### src/hdl/dsr_defs.svh
`ifndef DSR_DEFS_SVH
`define DSR_DEFS_SVH

// ==========================================================
// Timing
`define DSR_CLK_NS        100
`define DSR_ARM_DGL_NS    2000
`define DSR_ARM_DGL_CYC   ((`DSR_ARM_DGL_NS + `DSR_CLK_NS - 1) / `DSR_CLK_NS)

// ==========================================================
// Frame and field positions
`define DSR_WORD_BITS     16
`define DSR_CNT_MAX       5'h1F
`define DSR_B_RW          12
`define DSR_B_SR          11
`define DSR_B_COND        10
`define DSR_B_MSEL        8
`define DSR_MODE_REG      2'h0
`define DSR_MODE_CMD      2'h1
`define DSR_MODE_DIAG     2'h2
`define DSR_MODE_STAT     2'h3

// ==========================================================
// Soft reset keys and fault words
`define DSR_SR_KEY1       8'hAA
`define DSR_SR_KEY2       8'h55
`define DSR_FLT_PAR       16'hE000
`define DSR_FLT_CLK       16'hF000
`define DSR_FLT_CH        16'hE800

`endif

### src/hdl/dsr_pkg.sv
package dsr_pkg;

  typedef enum logic [2:0] {
    RSP_REG,
    RSP_CMD,
    RSP_DIAG,
    RSP_STAT,
    RSP_FAULT
  } dsr_rsp_e;

  typedef enum logic {
    FRM_IDLE,
    FRM_BUSY
  } dsr_frm_e;

  typedef struct packed {
    logic sb_hi;
    logic sg_lo;
    logic mos_busy;
    logic mos_hs;
    logic cur_on;
    logic cur_src;
    logic cur_cmp;
  } dsr_diag_s;

  typedef struct packed {
    logic       sclk;
    logic       cs_n;
    logic       mosi;
    logic       deploy_enable_pin;
    logic       ext_rst_n;
    logic       gnd_loss;
    logic       ref_fault;
    dsr_diag_s  diag;
    logic [3:0] arm;
    logic [3:0] arm_str;
    logic [3:0] dep_act;
    logic [3:0] dep_ok;
  } dsr_pins_s;

endpackage

### src/hdl/dsr_top.sv
`timescale 1ns/1ps
`include "dsr_defs.svh"
// How it works
// - Hard reset events make the next response register word $0004.
// - Soft reset $AA answers $1806; following $55 answers $0007.
// - Pulse stretch write answers $1X06 with echoed write and timer bits.
// - Command response has mode 01 and live deploy enable in D12.
// - D9 reports upper pair arming, D8 lower pair, stretch included.
// - Stretch started by deployment never sets arming flags.
// - Arming flags change only after the deglitch timer expires.
// - Each pair flag is the OR of its two channels.
// - Command D3..D0 echo the latest command write, no stretch status.
// - Diagnostic D13 battery short high node, D7 ground short low node.
// - Diagnostic mode 10; D11 live MOS diagnostic busy flag.
// - Diagnostic D10 one for high side MOS diagnostic.
// - Diagnostic D9 current on, D8 resistance current selected.
// - Diagnostic D6..D4 give the monitored channel.
// - Diagnostic D3 gives the squib current comparator.
// - Diagnostic D2..D0 give the diagnostic current channel.
// - Status mode 11, D13 zero, D3..D0 success or deploy-or-success.
// - Parity error or invalid word during deployment answers E000h.
// - Wrong clock count answers F000h.
// - Diagnostic channel 4..7 answers E800h.
// - Response D15:D14 encode register, command, diagnostic, status.
// - Host sends odd parity over all sixteen bits; device checks it.
// - Register D1 cleared by hard reset, set once read.
module dsr_top
  import dsr_pkg::*;
#(
  parameter int ARM_DGL_CYC = `DSR_ARM_DGL_CYC
) (
  input  wire logic       SYS_CLK_IN,
  input  wire logic       RESET_IN,
  input  wire logic       SPI_SCLK_IN,
  input  wire logic       SPI_CS_N_IN,
  input  wire logic       SPI_MOSI_IN,
  output logic            SPI_MISO_OUT,
  output logic            SPI_MISO_OE_OUT,
  input  wire logic       DEPLOY_ENABLE_PIN_IN,
  input  wire logic       EXTERNAL_RESET_N_IN,
  input  wire logic       LOSS_OF_GROUND_IN,
  input  wire logic       REFERENCE_RESISTOR_FAULT_IN,
  input  wire logic [3:0] ARM_CH_IN,
  input  wire logic [3:0] ARM_STRETCH_CH_IN,
  input  wire dsr_diag_s  DIAG_STAT_IN,
  input  wire logic [3:0] DEPLOY_ACTIVE_IN,
  input  wire logic [3:0] DEPLOY_SUCCESS_IN,
  output logic [3:0]      DEPLOY_CMD_OUT,
  output logic            DEPLOY_COND_OUT,
  output logic [1:0]      STRETCH_SEL_OUT,
  output logic [2:0]      MON_CH_OUT,
  output logic [2:0]      CUR_CH_OUT,
  output logic [3:0]      SUCCESS_CLEAR_OUT,
  output logic            SOFT_RESET_OUT
);

  // ========================================================
  // Pin synchronisers
  // Idle-high pins pass inverted so reset leaves no false edge
  localparam dsr_pins_s PIN_IDLE = '{cs_n: 1'b1, ext_rst_n: 1'b1,
                                     default: '0};
  dsr_pins_s raw, pin, pin_x;

  assign raw = '{sclk: SPI_SCLK_IN, cs_n: SPI_CS_N_IN,
                 mosi: SPI_MOSI_IN, deploy_enable_pin: DEPLOY_ENABLE_PIN_IN,
                 ext_rst_n: EXTERNAL_RESET_N_IN,
                 gnd_loss: LOSS_OF_GROUND_IN,
                 ref_fault: REFERENCE_RESISTOR_FAULT_IN,
                 diag: DIAG_STAT_IN, arm: ARM_CH_IN,
                 arm_str: ARM_STRETCH_CH_IN,
                 dep_act: DEPLOY_ACTIVE_IN,
                 dep_ok: DEPLOY_SUCCESS_IN};

  dsr_sync #(.WIDTH($bits(dsr_pins_s))) u_sync (
    .clk_in   (SYS_CLK_IN),
    .rst_in   (RESET_IN),
    .async_in (raw ^ PIN_IDLE),
    .sync_out (pin_x)
  );

  assign pin = pin_x ^ PIN_IDLE;

  // ========================================================
  // Arming flags
  // Only arming-initiated stretch enters; deploy stretch has no port
  logic [3:0] arm_any;
  logic [1:0] arm_pair;
  logic [1:0] arm_flag;

  assign arm_any  = pin.arm | pin.arm_str;
  assign arm_pair = {|arm_any[3:2], |arm_any[1:0]};

  dsr_deglitch #(.WIDTH(2), .LEN(ARM_DGL_CYC)) u_dgl (
    .clk_in   (SYS_CLK_IN),
    .rst_in   (RESET_IN),
    .raw_in   (arm_pair),
    .flag_out (arm_flag)
  );

  // ========================================================
  // Frame engine
  dsr_frm_e    frm_q, frm_d;
  logic        sclk_prev_q, cs_prev_q;
  logic [15:0] rx_q, rx_d, tx_q, tx_d;
  logic [4:0]  cnt_q, cnt_d;
  logic        sclk_rise, sclk_fall, cs_fall, cs_rise, hard_evt;
  logic        end_frame;

  assign sclk_rise = pin.sclk & ~sclk_prev_q;
  assign sclk_fall = ~pin.sclk & sclk_prev_q;
  assign cs_fall   = ~pin.cs_n & cs_prev_q;
  assign cs_rise   = pin.cs_n & ~cs_prev_q;
  assign hard_evt  = ~pin.ext_rst_n | pin.gnd_loss | pin.ref_fault;
  assign end_frame = cs_rise & (frm_q == FRM_BUSY);

  // ========================================================
  // Response state
  dsr_rsp_e    rsp_q, rsp_d;
  logic [15:0] flt_q, flt_d, rsp_word;
  logic        echo_rw_q, echo_rw_d, echo_sr_q, echo_sr_d;
  logic        sr_done_q, sr_done_d, sr_arm_q, sr_arm_d;
  logic        hard_ok_q, hard_ok_d, shipped_reg_q, shipped_reg_d;
  logic        cond_q, cond_d, msel_q, msel_d;
  logic [1:0]  str_q, str_d;
  logic [3:0]  cmd_q, cmd_d, dep_lat_q, dep_lat_d, clr_q, clr_d;
  logic [2:0]  mon_q, mon_d, cur_q, cur_d;
  logic        srst_q, srst_d;
  logic [3:0]  stat_bits;

  // Word decode of the finished frame
  logic [1:0]  mode;
  logic        bad_cnt, bad_par, bad_ch, bad_dep;

  assign mode    = rx_q[15:14];
  assign bad_cnt = cnt_q != 5'(`DSR_WORD_BITS);
  assign bad_par = ~^rx_q;
  assign bad_ch  = (mode == `DSR_MODE_DIAG)
                 & (rx_q[6] | rx_q[2]);
  assign bad_dep = (|pin.dep_act) & ((mode == `DSR_MODE_REG)
                 | (mode == `DSR_MODE_DIAG));

  assign stat_bits = msel_q ? (dep_lat_q | pin.dep_ok)
                            : pin.dep_ok;

  // Live bits are taken when the frame opens
  always_comb begin
    rsp_word = flt_q;
    unique case (rsp_q)
      RSP_REG:
        rsp_word = {3'b000, echo_rw_q, echo_sr_q,
                    cond_q & ~echo_sr_q, str_q & {2{~echo_sr_q}},
                    5'h00, 1'b1, hard_ok_q, sr_done_q};
      RSP_CMD:
        rsp_word = {`DSR_MODE_CMD, 1'b0, pin.deploy_enable_pin, 2'b00,
                    arm_flag, 4'h0, cmd_q};
      RSP_DIAG:
        rsp_word = {`DSR_MODE_DIAG, pin.diag.sb_hi, pin.deploy_enable_pin,
                    pin.diag.mos_busy, pin.diag.mos_hs,
                    pin.diag.cur_on, pin.diag.cur_src,
                    pin.diag.sg_lo, mon_q,
                    pin.diag.cur_cmp, cur_q};
      RSP_STAT:
        rsp_word = {`DSR_MODE_STAT, 1'b0, pin.deploy_enable_pin, 2'b00,
                    arm_flag, 4'h0, stat_bits};
      RSP_FAULT:
        rsp_word = flt_q;
    endcase
  end

  // ========================================================
  // Shift and frame sequencing
  always_comb begin
    frm_d = frm_q;
    rx_d  = rx_q;
    tx_d  = tx_q;
    cnt_d = cnt_q;
    shipped_reg_d = shipped_reg_q;
    if (cs_fall) begin
      frm_d = FRM_BUSY;
      tx_d  = rsp_word;
      cnt_d = 5'h00;
      shipped_reg_d = (rsp_q == RSP_REG);
    end else if (frm_q == FRM_BUSY) begin
      if (cs_rise) begin
        frm_d = FRM_IDLE;
      end else begin
        if (sclk_rise) begin
          rx_d = {rx_q[14:0], pin.mosi};
          if (cnt_q != `DSR_CNT_MAX) begin
            cnt_d = cnt_q + 5'h01;
          end
        end
        if (sclk_fall) begin
          tx_d = {tx_q[14:0], 1'b0};
        end
      end
    end
  end

  // ========================================================
  // Word evaluation at frame end
  always_comb begin
    rsp_d     = rsp_q;
    flt_d     = flt_q;
    echo_rw_d = echo_rw_q;
    echo_sr_d = echo_sr_q;
    sr_done_d = sr_done_q;
    sr_arm_d  = sr_arm_q;
    hard_ok_d = hard_ok_q;
    cond_d    = cond_q;
    str_d     = str_q;
    msel_d    = msel_q;
    cmd_d     = cmd_q;
    mon_d     = mon_q;
    cur_d     = cur_q;
    dep_lat_d = dep_lat_q;
    clr_d     = 4'h0;
    srst_d    = 1'b0;
    if (end_frame) begin
      dep_lat_d = pin.dep_act;
      if (shipped_reg_q) begin
        hard_ok_d = 1'b1;
      end
      if (bad_cnt | bad_par | bad_ch | bad_dep) begin
        rsp_d    = RSP_FAULT;
        sr_arm_d = 1'b0;
        if (bad_cnt) begin
          flt_d = `DSR_FLT_CLK;
        end else if (bad_par) begin
          flt_d = `DSR_FLT_PAR;
        end else if (bad_ch) begin
          flt_d = `DSR_FLT_CH;
        end else begin
          flt_d = `DSR_FLT_PAR;
        end
      end else begin
        unique case (mode)
          `DSR_MODE_REG: begin
            rsp_d     = RSP_REG;
            echo_rw_d = rx_q[`DSR_B_RW];
            echo_sr_d = rx_q[`DSR_B_SR];
            sr_done_d = 1'b0;
            sr_arm_d  = 1'b0;
            if (rx_q[`DSR_B_SR]) begin
              if (rx_q[7:0] == `DSR_SR_KEY1) begin
                sr_arm_d = 1'b1;
              end else if (sr_arm_q
                           && rx_q[7:0] == `DSR_SR_KEY2) begin
                echo_rw_d = 1'b0;
                echo_sr_d = 1'b0;
                sr_done_d = 1'b1;
                srst_d    = 1'b1;
                cmd_d     = 4'h0;
                mon_d     = 3'h0;
                cur_d     = 3'h0;
                msel_d    = 1'b0;
              end
            end else if (rx_q[`DSR_B_RW]) begin
              cond_d = rx_q[`DSR_B_COND];
              str_d  = rx_q[9:8];
            end
          end
          `DSR_MODE_CMD: begin
            rsp_d    = RSP_CMD;
            sr_arm_d = 1'b0;
            cmd_d    = rx_q[3:0];
          end
          `DSR_MODE_DIAG: begin
            rsp_d    = RSP_DIAG;
            sr_arm_d = 1'b0;
            mon_d    = rx_q[6:4];
            cur_d    = rx_q[2:0];
          end
          `DSR_MODE_STAT: begin
            rsp_d    = RSP_STAT;
            sr_arm_d = 1'b0;
            msel_d   = rx_q[`DSR_B_MSEL];
            clr_d    = rx_q[3:0];
          end
        endcase
      end
    end
    // Hard events override the response and settings the frame decided, not clr_d, srst_d or dep_lat_d
    if (hard_evt) begin
      rsp_d     = RSP_REG;
      echo_rw_d = 1'b0;
      echo_sr_d = 1'b0;
      sr_done_d = 1'b0;
      sr_arm_d  = 1'b0;
      hard_ok_d = 1'b0;
      cond_d    = 1'b0;
      str_d     = 2'h0;
      msel_d    = 1'b0;
      cmd_d     = 4'h0;
      mon_d     = 3'h0;
      cur_d     = 3'h0;
    end
  end

  // ========================================================
  // Registers
  always_ff @(posedge SYS_CLK_IN) begin
    if (RESET_IN) begin
      frm_q         <= FRM_IDLE;
      sclk_prev_q   <= 1'b0;
      cs_prev_q     <= 1'b1;
      rx_q          <= 16'h0000;
      tx_q          <= 16'h0000;
      cnt_q         <= 5'h00;
      shipped_reg_q <= 1'b0;
      rsp_q         <= RSP_REG;
      flt_q         <= 16'h0000;
      echo_rw_q     <= 1'b0;
      echo_sr_q     <= 1'b0;
      sr_done_q     <= 1'b0;
      sr_arm_q      <= 1'b0;
      hard_ok_q     <= 1'b0;
      cond_q        <= 1'b0;
      str_q         <= 2'h0;
      msel_q        <= 1'b0;
      cmd_q         <= 4'h0;
      mon_q         <= 3'h0;
      cur_q         <= 3'h0;
      dep_lat_q     <= 4'h0;
      clr_q         <= 4'h0;
      srst_q        <= 1'b0;
    end else begin
      frm_q         <= frm_d;
      sclk_prev_q   <= pin.sclk;
      cs_prev_q     <= pin.cs_n;
      rx_q          <= rx_d;
      tx_q          <= tx_d;
      cnt_q         <= cnt_d;
      shipped_reg_q <= shipped_reg_d;
      rsp_q         <= rsp_d;
      flt_q         <= flt_d;
      echo_rw_q     <= echo_rw_d;
      echo_sr_q     <= echo_sr_d;
      sr_done_q     <= sr_done_d;
      sr_arm_q      <= sr_arm_d;
      hard_ok_q     <= hard_ok_d;
      cond_q        <= cond_d;
      str_q         <= str_d;
      msel_q        <= msel_d;
      cmd_q         <= cmd_d;
      mon_q         <= mon_d;
      cur_q         <= cur_d;
      dep_lat_q     <= dep_lat_d;
      clr_q         <= clr_d;
      srst_q        <= srst_d;
    end
  end

  // ========================================================
  // Outputs
  assign SPI_MISO_OUT      = tx_q[15];
  assign SPI_MISO_OE_OUT   = (frm_q == FRM_BUSY);
  assign DEPLOY_CMD_OUT    = cmd_q;
  assign DEPLOY_COND_OUT   = cond_q;
  assign STRETCH_SEL_OUT   = str_q;
  assign MON_CH_OUT        = mon_q;
  assign CUR_CH_OUT        = cur_q;
  assign SUCCESS_CLEAR_OUT = clr_q;
  assign SOFT_RESET_OUT    = srst_q;

endmodule // dsr_top

### src/hdl/dsr_sync.sv
`timescale 1ns/1ps
module dsr_sync #(
  parameter int WIDTH = 1
) (
  input  wire logic             clk_in,
  input  wire logic             rst_in,
  input  wire logic [WIDTH-1:0] async_in,
  output logic      [WIDTH-1:0] sync_out
);
  logic [WIDTH-1:0] s1_q, s2_q, s3_q, f_q, f_d;

  // Output moves only when the last two stages agree
  always_comb begin
    f_d = (s2_q & s3_q) | (f_q & (s2_q ^ s3_q));
  end

  always_ff @(posedge clk_in) begin
    if (rst_in) begin
      s1_q <= '0;
      s2_q <= '0;
      s3_q <= '0;
      f_q  <= '0;
    end else begin
      s1_q <= async_in;
      s2_q <= s1_q;
      s3_q <= s2_q;
      f_q  <= f_d;
    end
  end

  assign sync_out = f_q;
endmodule // dsr_sync

### src/hdl/dsr_deglitch.sv
`timescale 1ns/1ps
module dsr_deglitch #(
  parameter int WIDTH = 2,
  parameter int LEN   = 20
) (
  input  wire logic             clk_in,
  input  wire logic             rst_in,
  input  wire logic [WIDTH-1:0] raw_in,
  output logic      [WIDTH-1:0] flag_out
);
  localparam int CW = $clog2(LEN + 1);

  genvar g;
  generate
    for (g = 0; g < WIDTH; g++) begin : g_bit
      logic [CW-1:0] cnt_q, cnt_d;
      logic          flg_q, flg_d;

      // Flag follows the input only after it held for LEN cycles
      always_comb begin
        cnt_d = '0;
        flg_d = flg_q;
        if (raw_in[g] != flg_q) begin
          if (cnt_q == CW'(LEN - 1)) begin
            flg_d = raw_in[g];
          end else begin
            cnt_d = cnt_q + CW'(1);
          end
        end
      end

      always_ff @(posedge clk_in) begin
        if (rst_in) begin
          cnt_q <= '0;
          flg_q <= 1'b0;
        end else begin
          cnt_q <= cnt_d;
          flg_q <= flg_d;
        end
      end

      assign flag_out[g] = flg_q;
    end
  endgenerate
endmodule // dsr_deglitch

### config.mk
export PLATFORM = sky130hd
export DESIGN_NAME = dsr_top
export DESIGN_NICKNAME = d
export VERILOG_FILES = /design/src/hdl/dsr_pkg.sv /design/src/hdl/dsr_top.sv /design/src/hdl/dsr_sync.sv /design/src/hdl/dsr_deglitch.sv
export VERILOG_INCLUDE_DIRS = /design/src /design/src/hdl
export SDC_FILE = /design/constraint.sdc
export NUM_CORES = 1
export LEC_CHECK = 0
export BUFFER_PORTS_ARGS = -buffer_cell sky130_fd_sc_hd__buf_2
export CAP_MARGIN = 20
export CORE_MARGIN = 10
export CORE_UTILIZATION = 45
export DETAILED_ROUTE_END_ITERATION = 8
export GPL_ROUTABILITY_DRIVEN = 1
export MAX_ROUTING_LAYER = met4
export PLACE_DENSITY = 0.72
export SLEW_MARGIN = 20
export SYNTH_ARGS = -nofsm -noshare
export SYNTH_HDL_FRONTEND = slang
export SYNTH_HIERARCHICAL = 1
export SYNTH_SLANG_ARGS = --single-unit
export TNS_END_PERCENT = 10
### constraint.sdc
create_clock -name SYS_CLK_IN -period 4.9 [get_ports SYS_CLK_IN]
set_clock_uncertainty 0.05 [all_clocks]
set_input_delay 0.98 -clock SYS_CLK_IN [delete_from_list [all_inputs] [get_ports SYS_CLK_IN]]
set_output_delay 0.98 -clock SYS_CLK_IN [all_outputs]
set_load 0.02 [all_outputs]
After elaboration in Yosys (flattened, before gate mapping). Cells that the tools add are included.

Logic and storage cells: 163. Output and inout port bits: 20. Input port bits: 32. Flip-flop bits (word level): 220.

Reduce and logical (&&, ||, !) cells: 31. Equal/unequal tests: 19. Muxes and demuxes: 40. Add/subtract/negate cells: 3. Bitwise operators: 39.

Operators with widths (number): $pmux W16 S5 (1); $mux W16 (4); $and A30 B30 Y30 (2); $or A30 B30 Y30 (1); $xor A30 B30 Y30 (1); $mux W12 (2); $mux W1 (18); $reduce_and A6 Y1 (3); $mux W4 (4); $reduce_xnor A16 Y1 (1); $add A5 B1 Y5 const B (3); $not A1 Y1 (15); $mux W13 (1); $mux W3 (4); $pmux W3 S2 (2); $pmux W3 S4 (1); $reduce_or A4 Y1 (3); $eq A5 B5 Y1 const B (2); $ne A5 B5 Y1 const B (2); $reduce_bool A2 Y1 (5); $reduce_or A3 Y1 (3); $and A1 B1 Y1 (8); $eq A8 B7 Y1 const B (1); $eq A8 B8 Y1 const B (1); 22 further kinds (44).

Logic depth before layout (Yosys ltp).
Word-level depth: 6. Depth in mapped cells: 9.

Modules after synthesis. Netlist, hierarchy kept.

Modules (own cells, without submodules): dsr_sync (cells an instance 313, seq. area each 2402.3 um2, area an instance 3707.3 um2, instances 1); dsr_top (cells an instance 449, seq. area each 1501.4 um2, area an instance 3678.5 um2, instances 1); dsr_deglitch (cells an instance 55, seq. area each 240.2 um2, area an instance 543.0 um2, instances 1).

Worst setup path before layout. Ideal clock, no wire load.

Kind: in2reg. Start point: input RESET_IN. End point: register sr_done_q. Setup time: 0.087 ns. Path buffers: 2. Path slack: 2.327 ns. Cell stages on the path: 5. Arrival time: 2.436 ns. Path through: clkbuf_1 -> nor4_1 -> clkbuf_1 -> o211ai_1 -> o31ai_1.

Word-level cells in the longest chain between the ends: 1.

RTL lines: start: declaration (RTL line dsr_top.sv:33) `input wire logic RESET_IN,`; $reduce_or A2 Y1 (no line); end signal: assignment (RTL line dsr_top.sv:339) `sr_done_q <= sr_done_d;`; end: declaration (RTL line dsr_top.sv:121) `logic sr_done_q, sr_done_d, sr_arm_q, sr_arm_d;`.

No other way between the ends. A chain may end at the register's enable or synchronous reset.

Final worst setup path.
Start point: register rx_q[0]. End point: register mon_q[1], in the netlist MON_CH_OUT[1].

Word-level cells in the longest chain between the ends: 6. Elaborated cells on any way between the ends: 11.

RTL lines: start: declaration (RTL line dsr_top.sv:104) `logic [15:0] rx_q, rx_d, tx_q, tx_d;`; start signal: assignment (RTL line dsr_top.sv:331) `rx_q <= rx_d;`; $reduce_xnor A16 Y1 (RTL line dsr_top.sv:136) `assign bad_par = ~^rx_q;`; $or A1 B1 Y1 (3 in series) (RTL line dsr_top.sv:224) `if (bad_cnt | bad_par | bad_ch | bad_dep) begin`; $not A1 Y1 (no line); $reduce_and A6 Y1 (no line) (*); end signal: assignment (RTL line dsr_top.sv:346) `mon_q <= mon_d;`; end: declaration (RTL line dsr_top.sv:126) `logic [2:0] mon_q, mon_d, cur_q, cur_d;`.

Mark *: on every way between the ends. The rest lies on a longest branch, timed or not.

==> key figures <==
Floorplan
  – Initial core utilization: 0.4584
  – Row count: 48
  – Die area: 23330 um^2
  – Die Y: 152.7 um
  – I/O pin count: 52
  – Total core area: 17300 um^2
  – Die Span X: 152.7 um

Placement
  – Final HPWL DP: 10100 um
  – GPL Wtd Cong: 0.9069
  – Number of I/O port buffers: 51
  – Place WS: 1.876 ns

Drt
  – Via count: 5433
  – Overall routed net length: 14990 um
  – Vias per Instance: 4.984
  – Residual DRC: 0
  – Routed wire per std cell: 13.75 um
  – ANT nets after route: 0
  – Drt initial violations: 284
  – DRT Pass-1 Iters: 5

Pwr
  – Int Power: 2.707 mW
  – Clk pwr share: 0.470
  – Peak supply drop: 0.2864 mV
  – Sw frac: 0.2035
  – Leakage: 3.545 nW
  – Pwr Density: 378.6 nW/um^2
  – Sequential share of power: 0.508
  – Logic pwr share: 0.022
  – P_sw: 691.5 uW
  – Overall Power: 3.398 mW

Clocking
  – Num CTS Buffers: 22
  – CTS Buffer Depth: 3
  – Post-CTS Setup Bufs: 0
  – H-Tree Depth: 1
  – TritonCTS clock tree: yes
  – CTS clk-pin slew, worst paths: 0.06 ns
  – Clk_lat worst skew: 0.51 ns
  – # clock sinks: 207
  – Hold buffers post-CTS: 0
  – Post-cts resize count: 0
  – CTS Root Cell: clkbuf_16

Cells and area
  – Area delta synth->final: 13.21%
  – Diodes inserted: 0
  – Final nets: 934
  – Share of cells above drive strength 1: 0.1121
  – Fin util: 0.5190

Worst setup path
  – R2R Setup Slk: 2.06 ns
  – CP Max Fanout: 13
  – CP arrival: 3.20 ns
  – Worst Setup Path Type: reg -> reg
  – Crit path from: rx_q[0]
  – Worst reg2reg path startpoint: rx_q[0]
  – Crit end category: flip-flop
  – Startpoint types: flip-flop
  – WP data required: 5.26 ns

Timing
  – Rel. slew slack: 0.3598
  – Final period util: 0.5805
  – Min Tclk post-route: 2.844 ns
  – Slew Viols, Final: 0
  – Final Hold Vio Count: 0
  – Setup WS post-layout: 2.056 ns
  – Sum Neg Setup Slack: 0 ns
  – Slew at the pin closest to its max-slew limit: 0.9568 ns
  – Final setup vio count: 0
  – RSZ-0062 raised after global routing: false
  – Max Clock Freq: 351.6 MHz

Synth
  – Yosys cell types: 56
  – Synth Instances: 817
  – Area leader, netlist: dfxtp_1
  – Commonest register cell after synthesis: dfxtp_1
  – Post-synth ARST share: 0
  – Register area share after synthesis: 0.5226
  – Synthesized cell area: 7929 um^2
  – Dominant cells by area after synthesis: dfxtp_1, ha_1, nor2b_1, a21oi_1, nor2_1
  – Synth Net Count: 899
  – Yosys warns: 6
  – Top cell type's share of synthesized area: 0.5226
  – Synthesized flop and latch total: 207
  – Post-synth EDFFs: 0
  – Syn avg cell area: 9.705 um^2

Global routing
  – First-pass GRT wire length: 25100 um
  – Vias in the first global route: 5176
  – Antenna violations before repair: 0
  – Largest net degree at the start of global routing: 102
  – Overflow after GRT: 0
  – Gr usage total: 0.1273

Hold path
  – Hold crit path type: reg -> reg
  – Hold_sp: u_sync/s1_q[10]

Run status
  – Status: finished, final reports clean

Job
  – Number of max-cap violations: 0
-- metrics by stage --
| stage | instance area (um^2) | hold slack (ns) | instances |
|---|---|---|---|
| floorplan | 7929 | 0.3503 | 817 |
| global placement | 8264 | 0.3668 | 1053 |
| detailed placement | 8264 | 0.3734 | 1053 |
| CTS | 8976 | 0.3864 | 1090 |
| global route | 8976 | 0.3991 | 1090 |
| finish | 8976 | 0.3820 | 1090 |
-- cells by family (layout without fill, tap and decap cells) --
| family | Yosys count | in the layout | share of synthesized area |
|---|---|---|---|
| AOI/OAI and AO/OA | 137 | 137 | 0.1070 |
| xor gates and xnor gates | 19 | 19 | 0.02288 |
| adders and majority gates | 50 | 50 | 0.07890 |
| buffers and inverters | 73 | 121 | 0.04355 |
| DFF | 207 | 207 | 0.5226 |
| muxes | 12 | 12 | 0.01578 |
| and+or+nand+nor | 319 | 319 | 0.2092 |
-- cells in the mapped netlist, types with 4 or more instances --
cell type	count
o211ai_1	10
nor3_1	13
o21ai_0	6
xnor2_1	13
buf_6	4
nand2b_1	5
o221ai_1	4
ha_1	50
a211oi_1	4
nor2b_1	99
nand2_1	74
clkbuf_1	26
nand3_1	11
a32o_1	4
a311oi_1	7
and2_1	5
a21oi_1	77
a31oi_1	4
dfxtp_1	207
o22ai_1	4
mux2i_1	11
xor2_1	5
buf_4	10
o32ai_1	4
nor2_1	75
inv_1	30
nor3b_1	4
-- placed cells by master (no fill, tap or decap), drive strengths merged, types with 2 or more instances in the layout --
cell type / count
a211oi: 4
inv: 30
nand2b: 5
o21ai: 6
nor2: 76
dfxtp: 207
nand4b: 3
xor2: 5
a311oi: 7
o221ai: 4
nor3: 13
nand3: 11
mux2i: 11
or4: 4
o31ai: 2
clkinv: 3
a211o: 3
nor2b: 99
or3: 3
nor4bb: 3
a31oi: 4
a21oi: 77
and3: 3
nand4: 3
nor3b: 4
o211ai: 10
a22oi: 3
xnor2: 13
nand2: 74
ha: 50
a32o: 4
clkbuf: 33
buf: 54
nand3b: 3
o22ai: 4
or2: 4
and2: 5
o32ai: 4
-- state kept, by name (all words and copies together), names as in the netlist, 3 cells and up --
signal and count:
u_sync/s1_q 30, u_sync/s2_q 30, u_sync/s3_q 30, u_sync/sync_out 30
rx_q 16, tx_q 16, u_dgl/g_bit.cnt_q 10, cnt_q 5
DEPLOY_CMD_OUT 4, SUCCESS_CLEAR_OUT 4, dep_lat_q 4, CUR_CH_OUT 3
MON_CH_OUT 3, flt_q 3, rsp_q 3
-- worst paths after layout --
check / endpoint / depth (start not counted)
hold / removal: u_sync/s2_q[10] / 1
hold reg to reg: u_sync/s2_q[10] / 1
setup reg to reg: MON_CH_OUT[1] / 8
setup / recovery: MON_CH_OUT[1] / 8
-- power groups by stage --
stage | combinational, mW | clock [mW] | sequential, mW
finish | 0.0758 | 1.60 | 1.72
CTS | 0.0769 | 1.63 | 1.72
global route | 0.0869 | 1.70 | 1.73
floorplan | 0.0585 | 0 | 1.76
global placement | 0.0742 | 0 | 1.76
detailed placement | 0.0754 | 0 | 1.76
-- layer usage --
layer | routed length (um) | track usage | share of wire | vias to the layer above
met5 | 0 | - | 0 | -
met4 | 380 | 0.03724 | 0.025 | 0
met3 | 761 | 0.02766 | 0.051 | 33
met2 | 6366 | 0.1866 | 0.42 | 132
met1 | 7478 | 0.1719 | 0.50 | 2459
li1 | - | - | - | 2809
-- area by class of cell --
type | count | area, um^2
well taps | 225 | 281.5
flip-flops and latches | 207 | 4144
fillers | 1578 | 8320
inverters | 30 | 112.6
clock buffers | 33 | 641.9
repair buffers | 54 | 280.3
multi-input cells | 537 | 3446
clock inverters | 4 | 70.07
-- critical path, cell delays in order (launching register included) --
cell and delay (ns):
dfxtp_1 0.45, inv_1 0.13, ha_1 0.30, xor3_1 0.47, a211oi_1 0.33, nand2_1 0.09, mux2_4 0.34, or2_2 0.36
o32ai_1 0.23
(Power assumes the default switching activity.)
